## src/core/adr_map.svh

```systemverilog
/*
 Register map, field positions, reset values and timing counts of the
 audio converter reset, init and power sequencer. Assumes a 250 MHz clock.
*/
`ifndef ADR_MAP_SVH
`define ADR_MAP_SVH
`define ADR_TARGET_ADDR 7'h18
`define ADR_REG_PAGE_SEL 7'h00
`define ADR_REG_SW_RESET 7'h01
`define ADR_SW_RESET_BIT 0
`define ADR_REG_HP_STAGE 7'h1f
`define ADR_LEFT_RST_BIT 7
`define ADR_RIGHT_RST_BIT 6
`define ADR_REG_SPK_STAGE 7'h20
`define ADR_SPK_RST_BIT 7
`define ADR_REG_PLL_PWR 7'h05
`define ADR_PLL_PWR_BIT 7
`define ADR_REG_DAC_PWR 7'h3f
`define ADR_DAC_L_PWR_BIT 7
`define ADR_DAC_R_PWR_BIT 6
`define ADR_REG_HP_PWR 7'h1f
`define ADR_REG_SPK_PWR 7'h20
`define ADR_LEFT_PWR_BIT 5
`define ADR_RIGHT_PWR_BIT 4
`define ADR_SPK_PWR_BIT 6
`define ADR_RESET_VAL 8'h00
`define ADR_CLK_MHZ 250
`define ADR_INIT_US 1000
`define ADR_INIT_CYC (`ADR_INIT_US * `ADR_CLK_MHZ)
`define ADR_PLL_MS 10
`define ADR_PLL_CYC (`ADR_PLL_MS * 1000 * `ADR_CLK_MHZ)
`endif

```

## src/core/adr_pkg.sv

```systemverilog
/*
 Types of the reset, init and power sequencer. Assumes adr_map.svh.
*/
package adr_pkg;
   typedef enum logic [3:0] {ADR_IDLE, ADR_ADDR, ADR_ADDR_ACK, ADR_REG, ADR_REG_ACK,
      ADR_WDATA, ADR_WDATA_ACK, ADR_RDATA, ADR_RDATA_ACK, ADR_SKIP} adr_i2c_t;
endpackage : adr_pkg

```

## src/core/adr_seq.sv

```systemverilog
/*
 Two-wire target port with paged 8-bit registers, hardware and software
 reset, post-reset memory init lockout, PLL settling wait, output stage
 overcurrent latch and restart. Assumes the bus pins arrive asynchronous
 and resetn is already synchronous to clk.
*/
`timescale 1ns/1ns
`include "adr_map.svh"
module adr_seq #(
   parameter int INIT_CYC = `ADR_INIT_CYC,
   parameter int PLL_CYC = `ADR_PLL_CYC
) (
   input wire logic clk,
   input wire logic resetn,
   input wire logic scl_in,
   input wire logic sda_in,
   output logic sda_out,
   output logic sda_oe,
   input wire logic headphone_left_overcurrent,
   input wire logic headphone_right_overcurrent,
   input wire logic spk_overcurrent,
   output logic init_busy,
   output logic pll_power_up,
   output logic clocks_ready,
   output logic dac_left_power_up,
   output logic dac_right_power_up,
   output logic headphone_left_output_enable,
   output logic headphone_right_output_enable,
   output logic speaker_output_enable
);
   // ----------------------------------------------------------------
   // Pin synchronisers
   // ----------------------------------------------------------------
   logic [1:0] scl_sync_reg, sda_sync_reg;
   logic scl_reg, sda_reg;
   // Second stage only is read; third stage gives edges
   always_ff @(posedge clk) begin
      if (!resetn) begin
         scl_sync_reg <= 2'h3;
         sda_sync_reg <= 2'h3;
         scl_reg <= 1'b1;
         sda_reg <= 1'b1;
      end else begin
         scl_sync_reg <= {scl_sync_reg[0], scl_in};
         sda_sync_reg <= {sda_sync_reg[0], sda_in};
         scl_reg <= scl_sync_reg[1];
         sda_reg <= sda_sync_reg[1];
      end
   end
   wire scl_s = scl_sync_reg[1];
   wire sda_s = sda_sync_reg[1];
   // 250 MHz oversamples even fast mode by far more than needed
   wire scl_rise = scl_s & ~scl_reg;
   wire scl_fall = ~scl_s & scl_reg;
   wire start_c = scl_s & scl_reg & sda_reg & ~sda_s;
   wire stop_c = scl_s & scl_reg & ~sda_reg & sda_s;

   // ----------------------------------------------------------------
   // Register file state
   // ----------------------------------------------------------------
   logic [7:0] page_reg, page_next;
   logic [7:0] p0_reg [0:127];
   logic [7:0] p1_reg [0:127];
   logic soft_rst;
   logic [7:0] wr_data;
   logic [6:0] wr_idx;
   logic wr_en;
   logic rst_all;
   assign rst_all = !resetn || soft_rst;

   // ----------------------------------------------------------------
   // Two-wire target engine
   // ----------------------------------------------------------------
   adr_pkg::adr_i2c_t st_reg, st_next;
   logic [7:0] sh_reg, sh_next;
   logic [3:0] bit_reg, bit_next;
   logic [6:0] ptr_reg, ptr_next;
   logic rd_reg, rd_next;
   logic oe_reg, oe_next;
   logic [7:0] rdata;
   assign rdata = page_reg == 8'h00 ? p0_reg[ptr_reg] : (page_reg == 8'h01 ? p1_reg[ptr_reg] : 8'h00);
   // Bit engine; data shifted on rise, driven after fall
   always_comb begin
      st_next = st_reg;
      sh_next = sh_reg;
      bit_next = bit_reg;
      ptr_next = ptr_reg;
      rd_next = rd_reg;
      oe_next = oe_reg;
      wr_en = 1'b0;
      wr_idx = ptr_reg;
      wr_data = sh_reg;
      if (start_c) begin
         st_next = adr_pkg::ADR_ADDR;
         bit_next = 4'h0;
         oe_next = 1'b0;
      end else if (stop_c) begin
         st_next = adr_pkg::ADR_IDLE;
         oe_next = 1'b0;
      end else begin
         case (st_reg)
            adr_pkg::ADR_ADDR, adr_pkg::ADR_REG, adr_pkg::ADR_WDATA: begin
               if (scl_rise) begin
                  sh_next = {sh_reg[6:0], sda_s};
                  bit_next = bit_reg + 4'h1;
               end
               if (scl_fall && bit_reg == 4'h8) begin
                  bit_next = 4'h0;
                  if (st_reg == adr_pkg::ADR_ADDR) begin
                     if (sh_reg[7:1] == `ADR_TARGET_ADDR) begin
                        rd_next = sh_reg[0];
                        oe_next = 1'b1;
                        st_next = adr_pkg::ADR_ADDR_ACK;
                     end else begin
                        st_next = adr_pkg::ADR_SKIP;
                     end
                  end else if (st_reg == adr_pkg::ADR_REG) begin
                     ptr_next = sh_reg[6:0];
                     oe_next = 1'b1;
                     st_next = adr_pkg::ADR_REG_ACK;
                  end else begin
                     wr_en = 1'b1;
                     ptr_next = ptr_reg + 7'h1;
                     oe_next = 1'b1;
                     st_next = adr_pkg::ADR_WDATA_ACK;
                  end
               end
            end
            adr_pkg::ADR_ADDR_ACK: begin
               if (scl_fall) begin
                  if (rd_reg) begin
                     sh_next = rdata;
                     oe_next = ~rdata[7];
                     st_next = adr_pkg::ADR_RDATA;
                  end else begin
                     oe_next = 1'b0;
                     st_next = adr_pkg::ADR_REG;
                  end
               end
            end
            adr_pkg::ADR_REG_ACK, adr_pkg::ADR_WDATA_ACK: begin
               if (scl_fall) begin
                  oe_next = 1'b0;
                  st_next = adr_pkg::ADR_WDATA;
               end
            end
            adr_pkg::ADR_RDATA: begin
               if (scl_rise) begin
                  bit_next = bit_reg + 4'h1;
               end
               if (scl_fall) begin
                  if (bit_reg == 4'h8) begin
                     bit_next = 4'h0;
                     oe_next = 1'b0;
                     ptr_next = ptr_reg + 7'h1;
                     st_next = adr_pkg::ADR_RDATA_ACK;
                  end else begin
                     sh_next = {sh_reg[6:0], 1'b0};
                     oe_next = ~sh_reg[6];
                  end
               end
            end
            adr_pkg::ADR_RDATA_ACK: begin
               // Host ack keeps reading, nack ends it
               if (scl_rise) begin
                  st_next = sda_s ? adr_pkg::ADR_SKIP : adr_pkg::ADR_ADDR_ACK;
               end
            end
            adr_pkg::ADR_IDLE, adr_pkg::ADR_SKIP: begin
               oe_next = 1'b0;
            end
            default: begin
               st_next = adr_pkg::ADR_IDLE;
               oe_next = 1'b0;
            end
         endcase
      end
   end
   // Engine registers; soft reset returns it to idle
   always_ff @(posedge clk) begin
      if (rst_all) begin
         st_reg <= adr_pkg::ADR_IDLE;
         sh_reg <= 8'h00;
         bit_reg <= 4'h0;
         ptr_reg <= 7'h00;
         rd_reg <= 1'b0;
         oe_reg <= 1'b0;
      end else begin
         st_reg <= st_next;
         sh_reg <= sh_next;
         bit_reg <= bit_next;
         ptr_reg <= ptr_next;
         rd_reg <= rd_next;
         oe_reg <= oe_next;
      end
   end
   // Open drain: only ever pull low
   assign sda_out = 1'b0;
   assign sda_oe = oe_reg;

   // ----------------------------------------------------------------
   // Paged registers
   // ----------------------------------------------------------------
   assign page_next = (wr_en && wr_idx == `ADR_REG_PAGE_SEL) ? wr_data : page_reg;
   assign soft_rst = wr_en && page_reg == 8'h00 && wr_idx == `ADR_REG_SW_RESET
      && wr_data[`ADR_SW_RESET_BIT];
   // Storage is never touched by power control, only by writes and resets
   always_ff @(posedge clk) begin
      if (rst_all) begin
         page_reg <= `ADR_RESET_VAL;
         for (int i = 0; i < 128; i++) begin
            p0_reg[i] <= `ADR_RESET_VAL;
            p1_reg[i] <= `ADR_RESET_VAL;
         end
      end else begin
         page_reg <= page_next;
         if (wr_en && wr_idx != `ADR_REG_PAGE_SEL && page_reg == 8'h00) begin
            p0_reg[wr_idx] <= wr_data;
         end
         if (wr_en && wr_idx != `ADR_REG_PAGE_SEL && page_reg == 8'h01) begin
            // Stage reset bits are strobes and never stored
            if (wr_idx == `ADR_REG_HP_STAGE) begin
               p1_reg[wr_idx] <= wr_data & 8'h3f;
            end else if (wr_idx == `ADR_REG_SPK_STAGE) begin
               p1_reg[wr_idx] <= wr_data & 8'h7f;
            end else begin
               p1_reg[wr_idx] <= wr_data;
            end
         end
         p0_reg[`ADR_REG_SW_RESET] <= 8'h00;
      end
   end

   // ----------------------------------------------------------------
   // Init lockout and PLL settling
   // ----------------------------------------------------------------
   logic [31:0] init_cnt_reg, init_cnt_next;
   logic [31:0] pll_cnt_reg, pll_cnt_next;
   logic pll_en;
   assign pll_en = p0_reg[`ADR_REG_PLL_PWR][`ADR_PLL_PWR_BIT];
   // Lockout counts from reset release; PLL wait restarts on power down
   always_comb begin
      init_cnt_next = init_cnt_reg;
      if (init_cnt_reg != 32'h0) begin
         init_cnt_next = init_cnt_reg - 32'h1;
      end
      pll_cnt_next = pll_cnt_reg;
      if (!pll_en) begin
         pll_cnt_next = PLL_CYC[31:0];
      end else if (pll_cnt_reg != 32'h0) begin
         pll_cnt_next = pll_cnt_reg - 32'h1;
      end
   end
   always_ff @(posedge clk) begin
      if (rst_all) begin
         init_cnt_reg <= INIT_CYC[31:0];
         pll_cnt_reg <= PLL_CYC[31:0];
      end else begin
         init_cnt_reg <= init_cnt_next;
         pll_cnt_reg <= pll_cnt_next;
      end
   end

   // ----------------------------------------------------------------
   // Output stage latch-off and power outputs
   // ----------------------------------------------------------------
   logic left_trip_reg, right_trip_reg, spk_trip_reg;
   logic left_trip_next, right_trip_next, spk_trip_next;
   logic [7:0] hp_w, spk_w;
   logic p1_wr;
   assign p1_wr = wr_en && page_reg == 8'h01;
   assign hp_w = (p1_wr && wr_idx == `ADR_REG_HP_STAGE) ? wr_data : 8'h00;
   assign spk_w = (p1_wr && wr_idx == `ADR_REG_SPK_STAGE) ? wr_data : 8'h00;
   // New overcurrent wins over a restart in the same cycle
   always_comb begin
      left_trip_next = headphone_left_overcurrent | (left_trip_reg & ~hp_w[`ADR_LEFT_RST_BIT]);
      right_trip_next = headphone_right_overcurrent | (right_trip_reg & ~hp_w[`ADR_RIGHT_RST_BIT]);
      spk_trip_next = spk_overcurrent | (spk_trip_reg & ~spk_w[`ADR_SPK_RST_BIT]);
   end
   always_ff @(posedge clk) begin
      if (rst_all) begin
         left_trip_reg <= 1'b0;
         right_trip_reg <= 1'b0;
         spk_trip_reg <= 1'b0;
         init_busy <= 1'b1;
         pll_power_up <= 1'b0;
         clocks_ready <= 1'b0;
         dac_left_power_up <= 1'b0;
         dac_right_power_up <= 1'b0;
         headphone_left_output_enable <= 1'b0;
         headphone_right_output_enable <= 1'b0;
         speaker_output_enable <= 1'b0;
      end else begin
         left_trip_reg <= left_trip_next;
         right_trip_reg <= right_trip_next;
         spk_trip_reg <= spk_trip_next;
         init_busy <= init_cnt_next != 32'h0;
         pll_power_up <= pll_en;
         clocks_ready <= pll_en && pll_cnt_next == 32'h0;
         dac_left_power_up <= p0_reg[`ADR_REG_DAC_PWR][`ADR_DAC_L_PWR_BIT];
         dac_right_power_up <= p0_reg[`ADR_REG_DAC_PWR][`ADR_DAC_R_PWR_BIT];
         headphone_left_output_enable <= p1_reg[`ADR_REG_HP_PWR][`ADR_LEFT_PWR_BIT] & ~left_trip_next;
         headphone_right_output_enable <= p1_reg[`ADR_REG_HP_PWR][`ADR_RIGHT_PWR_BIT] & ~right_trip_next;
         speaker_output_enable <= p1_reg[`ADR_REG_SPK_PWR][`ADR_SPK_PWR_BIT] & ~spk_trip_next;
      end
   end
endmodule : adr_seq

```

## config.mk

```make
export PLATFORM = sky130hd
export DESIGN_NAME = adr_seq
export DESIGN_NICKNAME = d
export VERILOG_FILES = /design/src/core/adr_pkg.sv /design/src/core/adr_seq.sv
export VERILOG_INCLUDE_DIRS = /design/src /design/src/core
export SDC_FILE = /design/constraint.sdc
export NUM_CORES = 2
export LEC_CHECK = 0
export BUFFER_PORTS_ARGS = -buffer_cell sky130_fd_sc_hd__buf_2
export CAP_MARGIN = 10
export CORE_MARGIN = 4
export CORE_UTILIZATION = 65
export DETAILED_ROUTE_END_ITERATION = 8
export PLACE_DENSITY_LB_ADDON = 0.05
export SYNTH_ARGS = -nofsm -noshare
export SYNTH_HDL_FRONTEND = slang
export SYNTH_SLANG_ARGS = --single-unit
export TNS_END_PERCENT = 10
```

## constraint.sdc

```tcl
create_clock -name clk -period 10.06 [get_ports clk]
set_input_delay 0 -clock clk [delete_from_list [all_inputs] [get_ports clk]]
set_output_delay 0 -clock clk [all_outputs]
set_load 0.1 [all_outputs]
```

* After elaboration in Yosys (flattened, before gate mapping)
Memories as Yosys holds them, arrays and structs flattened. A register that Yosys moved wholly into a read port is not among the register bits.
Cells that the tools add are included.
** Word-level totals
- Flip-flop bits (word level) :: 112
- RAM bits :: 2048
- Input bits :: 7
- Word-level logic and storage cells :: 225
- Memories :: 2
** Memory list
- p0_reg :: depth 128, bits a word 8, rd ports 3, clocked after Yosys merged registers in 2, wr ports 128, line adr_seq.sv:62 : logic [7:0] p0_reg [0:127];
- p1_reg :: depth 128, bits a word 8, rd ports 3, clocked after Yosys merged registers in 1, wr ports 128, line adr_seq.sv:63 : logic [7:0] p1_reg [0:127];
** Operators by class
- Add/sub/neg operators :: 4
- Equal/unequal tests :: 34
- Muxes and demuxes :: 86
- Bitwise logic cells :: 38
- Reduce and logical (&&, ||, !) cells :: 38
** Operators with widths (count)
- $mux 8 :: 14
- $mux 32 :: 3
- $reduce_bool 32->1 :: 3
- $mux 7 :: 11
- $sub 32x1->32 const B :: 2
- $mux 4 :: 13
- $mux 1 :: 38
- $logic_not 32->1 :: 1
- $ne 4x4->1 const B :: 6
- $pmux 4 s6 :: 1
- $pmux 8 s3 :: 1
- $reduce_and 7->1 :: 3
- $ne 2x2->1 const B :: 10
- $not 1->1 :: 17
- $eq 4x3->1 const B :: 4
- $reduce_or 8->1 :: 2
- $and 1x1->1 :: 15
- $eq 7x5->1 const B :: 2
- $pmux 7 s2 :: 1
- $eq 4x4->1 const B :: 3
- $logic_and 1x1->1 :: 12
- $reduce_and 6->1 :: 2
- $eq 4x2->1 const B :: 2
- $eq 8x1->1 const B :: 1
- 24 further kinds :: 33

* Depth between registers and ports, before layout
- Word-level depth :: 17
- Gate-level depth with buffers :: 14

* Worst setup path after synthesis
OpenSTA, ideal clock, no wires.
- Path kind :: register to register
- Start :: register ptr_reg[0]
- End :: memory p0_reg[19][0], enable pin
- Setup time :: 0.384 ns
- Arrival time :: 2.837 ns
- Required time :: 9.676 ns
- Setup slack :: 6.839 ns
- Cell stages (with the launch flop) :: 13
- Clock period less this slack :: 3.221 ns
- Path through :: dfxtp_1 -> clkbuf_1 -> inv_1 -> ha_1 -> nor4b_1 -> nand2_1 -> o2111a_1 -> buf_2 -> nor2b_1 -> buf_2 -> nand3_1 -> clkbuf_1 -> o21ai_0
** RTL lines
- start, declared :: line adr_seq.sv:77 : logic [6:0] ptr_reg, ptr_next;
- start signal, assigned :: line adr_seq.sv:192 : ptr_reg <= ptr_next;
- end, declared :: line adr_seq.sv:62

==> flow_summary.toml <==
[worst_setup_path]
path_cells = "nor2b_1, nand4_1, nor2_1, o2111a_1, nor2b_1, nand2_4, buf_12, o21ai_0, buf_4"
slowest_stage = "nor2b_1"
critPathMaxStageDelay_ns = 0.88
reg2reg_from = "st_reg[0]$_SDFFE_PP0P_"
worstRegToRegCells = 9
path_class = "flip-flop to flip-flop"
worstReg2RegEnd = "p0_reg[96][7]$_SDFFCE_PN0P_"
critPathBufInv = 2
rrSetupSlack_ns = 4.30
cp_max_fo = 90
crit_top_cell = "nor2b_1"
cp-start-kind = "flip-flop"
endpoint_kind = "flip-flop"
cp.arrival_ns = 6.31
cp_top_family = "simple AND/OR/NAND/NOR gates"
worstPathRequired_ns = 10.61

[die]
die_w_um = 395.1
row_count = 141
fp.dieH_um = 395.1
ioPinCount = 17
fp.coreArea_um2 = 148400
initial_utilization_pct = 65.66
dieArea_um2 = 156100

[flow_run]
maxCapViolations = 1

[power]
p_clk_share_pct = 41.6
peakVddDrop_mv = 0.1586
total_power_uw = 18840
p_leak_uw = 0.03301
p_switching_uw = 3948
powerDensity_nw_per_um2 = 178.3
p_comb_share_pct = 3.1
switching_share_pct = 20.96
power_frac_seq_pct = 55.4
internal_power_uw = 14890

[yosys]
yosys_warnings = 0
synth_ff_type = "edfxtp_1"
synth.avg_cell_area_um2 = 13.36
syn_inst = 7291
synth-async-reset-ratio_pct = 0
synth.distinct_cells = 86
synth_edf_count = 2040
mappedNetlistArea_um2 = 97420
synth-seq-cells = 2169
synth_nets = 7307
ys_seq_area_share_pct = 65.53

[routing]
routed_wl_um = 288400
drtPass1Iterations = 7
ant_nets = 0
vias = 63579
drc = 0
drt_iter0_markers = 10364
wire_per_inst_um = 31.28
viasPerCell = 6.895

[clocking]
clockBufferDepth = 3
h-tree-depth = 4
cts_sinks = 2169
cts_resized = 0
clk_pin_slew_ns = 0.06
cts_tree = "yes"
clk_latency_ns = 0.86
holdBufCountCts = 16
post-cts-setup-buffers = 0
clockRootBuffer = "clkbuf_16"
cts_buffers = 211

[hold_path]
hold_depth = 4
hold_class = "input port to flip-flop"
min_to = "scl_reg$_SDFF_PN1_"
worstHoldStart = "resetn"

[global_routing]
grt_pass1_wl_um = 418800
grt_pass1_vias = 60696
grt_max_degree = 149
grt-ovfl-total = 0
grt_usage_pct = 36.95
antenna_found_initial = 9

[finish]
syn_to_final_growth_pct = 8.450
mostFrequentLayoutCell = "edfxtp_1"
nFillCells = 9857
nets = 7044
drive_gt1_share_pct = 15.06
final_cell_mix = "edfxtp_1 (2040), nor2_1 (1807), mux4_2 (418)"
finish.utilization_pct = 71.21

[sta]
hold_slack_ns = 0.1527
hold_violations = 0
finalSetupViolCount = 0
fin_skew_ns = 0.02960
period_minus_slack_ns = 5.757
rsz0062_at_grt = "no"
fin_setup_tns_ns = 0
drv_slew = 1
worstMarginPinSlew_ns = 1.467
period_share_pct = 57.22
timing.fmax_ghz = 0.1737
relSlewSlack_pct = -0.3334

[place]
port_buffers = 15
gp_congestion = 1.011
dp_hpwl_um = 185500

[run_status]
violations = "max-capacitance violations, max-slew violations"
status = "finished, violations left"
[worst reg2reg max path: cells and delay by family, from the launching register on]
kind	cells	cell delay, ns
AND/OR/NAND/NOR	5	2.45
flip-flops	1	0.74
buffers and inverters	2	0.66
AO/OA/AOI/OAI	2	1.62
[cell type report]
| class | count | area (um^2) | share of cell area, % |
|---|---|---|---|
| Inverter | 17 | 63.81 | 0.06040 |
| Timing Repair Buffer | 256 | 2024 | 1.916 |
| Clock inverter | 113 | 1020 | 0.9652 |
| Clock buffer | 277 | 5723 | 5.417 |
| Tap cell | 2002 | 2505 | 2.371 |
| Sequential cell | 2169 | 63880 | 60.47 |
| Antenna cell | 14 | 35.03 | 0.03316 |
| Multi-Input combinational cell | 4373 | 30400 | 28.77 |
[power by group through the flow]
stage	clock network [uW]	logic, uW	registers, uW
2_1_floorplan	0	363	10500
3_3_place_gp	0	548	10600
3_5_place_dp	0	561	10600
4_1_cts	7820	568	10400
5_1_grt	8220	611	10500
6_report	7830	579	10400
[cell usage after synthesis, drive strengths merged (4+ instances only)]
library cell  count  area (um^2)
o41ai             7        61.31
xnor2            34        297.8
nand2           362         1359
or2              11        68.82
mux2i           183         1832
a21oi            55        279.0
dfxtp           129         2582
clkbuf          507         1903
nor4b             7        67.56
nor4             34        267.8
nor3             56        285.3
o22ai            39        244.0
inv              17        63.81
and3            292         1827
nand4b            7        97.59
nand3            77        390.4
nor2b            52        325.3
nand2b           30        187.7
ha                9        112.6
o31ai             7        52.55
mux2             42        473.0
and2            160         1001
o311ai            5        43.80
o221ai           15        131.4
nand4            19        118.9
buf             225         1535
or4              12        90.09
o21ai           256         1281
a22o             25        219.0
a31oi            14        87.58
nor3b             5        37.54
a2111oi          23        220.2
nor2           1811         6798
edfxtp         2040        61260
xor2             23        201.4
a22oi           160         1201
a221oi           21        183.9
a21boi            4        30.03
o211ai            5        37.54
mux4            418         9414
nand3b            7        52.55
a211oi           36        285.3
and4              4        35.03
or3              16        100.1
[metal layers]
metal | global-route usage, % | part of all wire (%)
met1 | 53.14 | 37
met2 | 53.73 | 44
met3 | 10.69 | 14
met4 | 15.38 | 4.7
met5 | 0 | 0
[through the flow]
step           cell area (um^2)  setup slack (ns)  std cells
2_1_floorplan             97420             6.839       7291
3_3_place_gp              98630             4.685       8787
3_5_place_dp              98640             4.484       8788
4_1_cts                  105500             4.503       9194
5_1_grt                  105600             4.094       9208
6_report                 105600             4.303       9221
[cell families after synthesis]
kind of cell / share of synthesized area, %
AO/OA/AOI/OAI: 4.692
XOR/XNOR: 0.5125
adder cells (fa/ha/maj): 0.1156
buffers and inverters: 3.595
flip-flops: 65.53
multiplexers: 12.03
other: 0.003849
AND/OR/NAND/NOR: 13.52
[how the worst max path moves through the flow]
stage                       startpoint                           end  slack (ns)  cells past startpoint
3_3_place_gp    st_reg[0]$_SDFFE_PP0P_   p0_reg[75][0]$_SDFFCE_PN0P_        4.68                      8
6_report        st_reg[0]$_SDFFE_PP0P_   p0_reg[96][7]$_SDFFCE_PN0P_        4.30                      9
2_1_floorplan  ptr_reg[0]$_SDFFE_PP0P_   p0_reg[19][0]$_SDFFCE_PN0P_        6.84                     12
3_5_place_dp   ptr_reg[4]$_SDFFE_PP0P_   p1_reg[99][7]$_SDFFCE_PN0P_        4.48                     11
5_1_grt        ptr_reg[4]$_SDFFE_PP0P_  p1_reg[123][0]$_SDFFCE_PN0P_        4.09                     11
4_1_cts        ptr_reg[4]$_SDFFE_PP0P_   p1_reg[99][3]$_SDFFCE_PN0P_        4.50                     11
(Power assumes the default switching activity.)
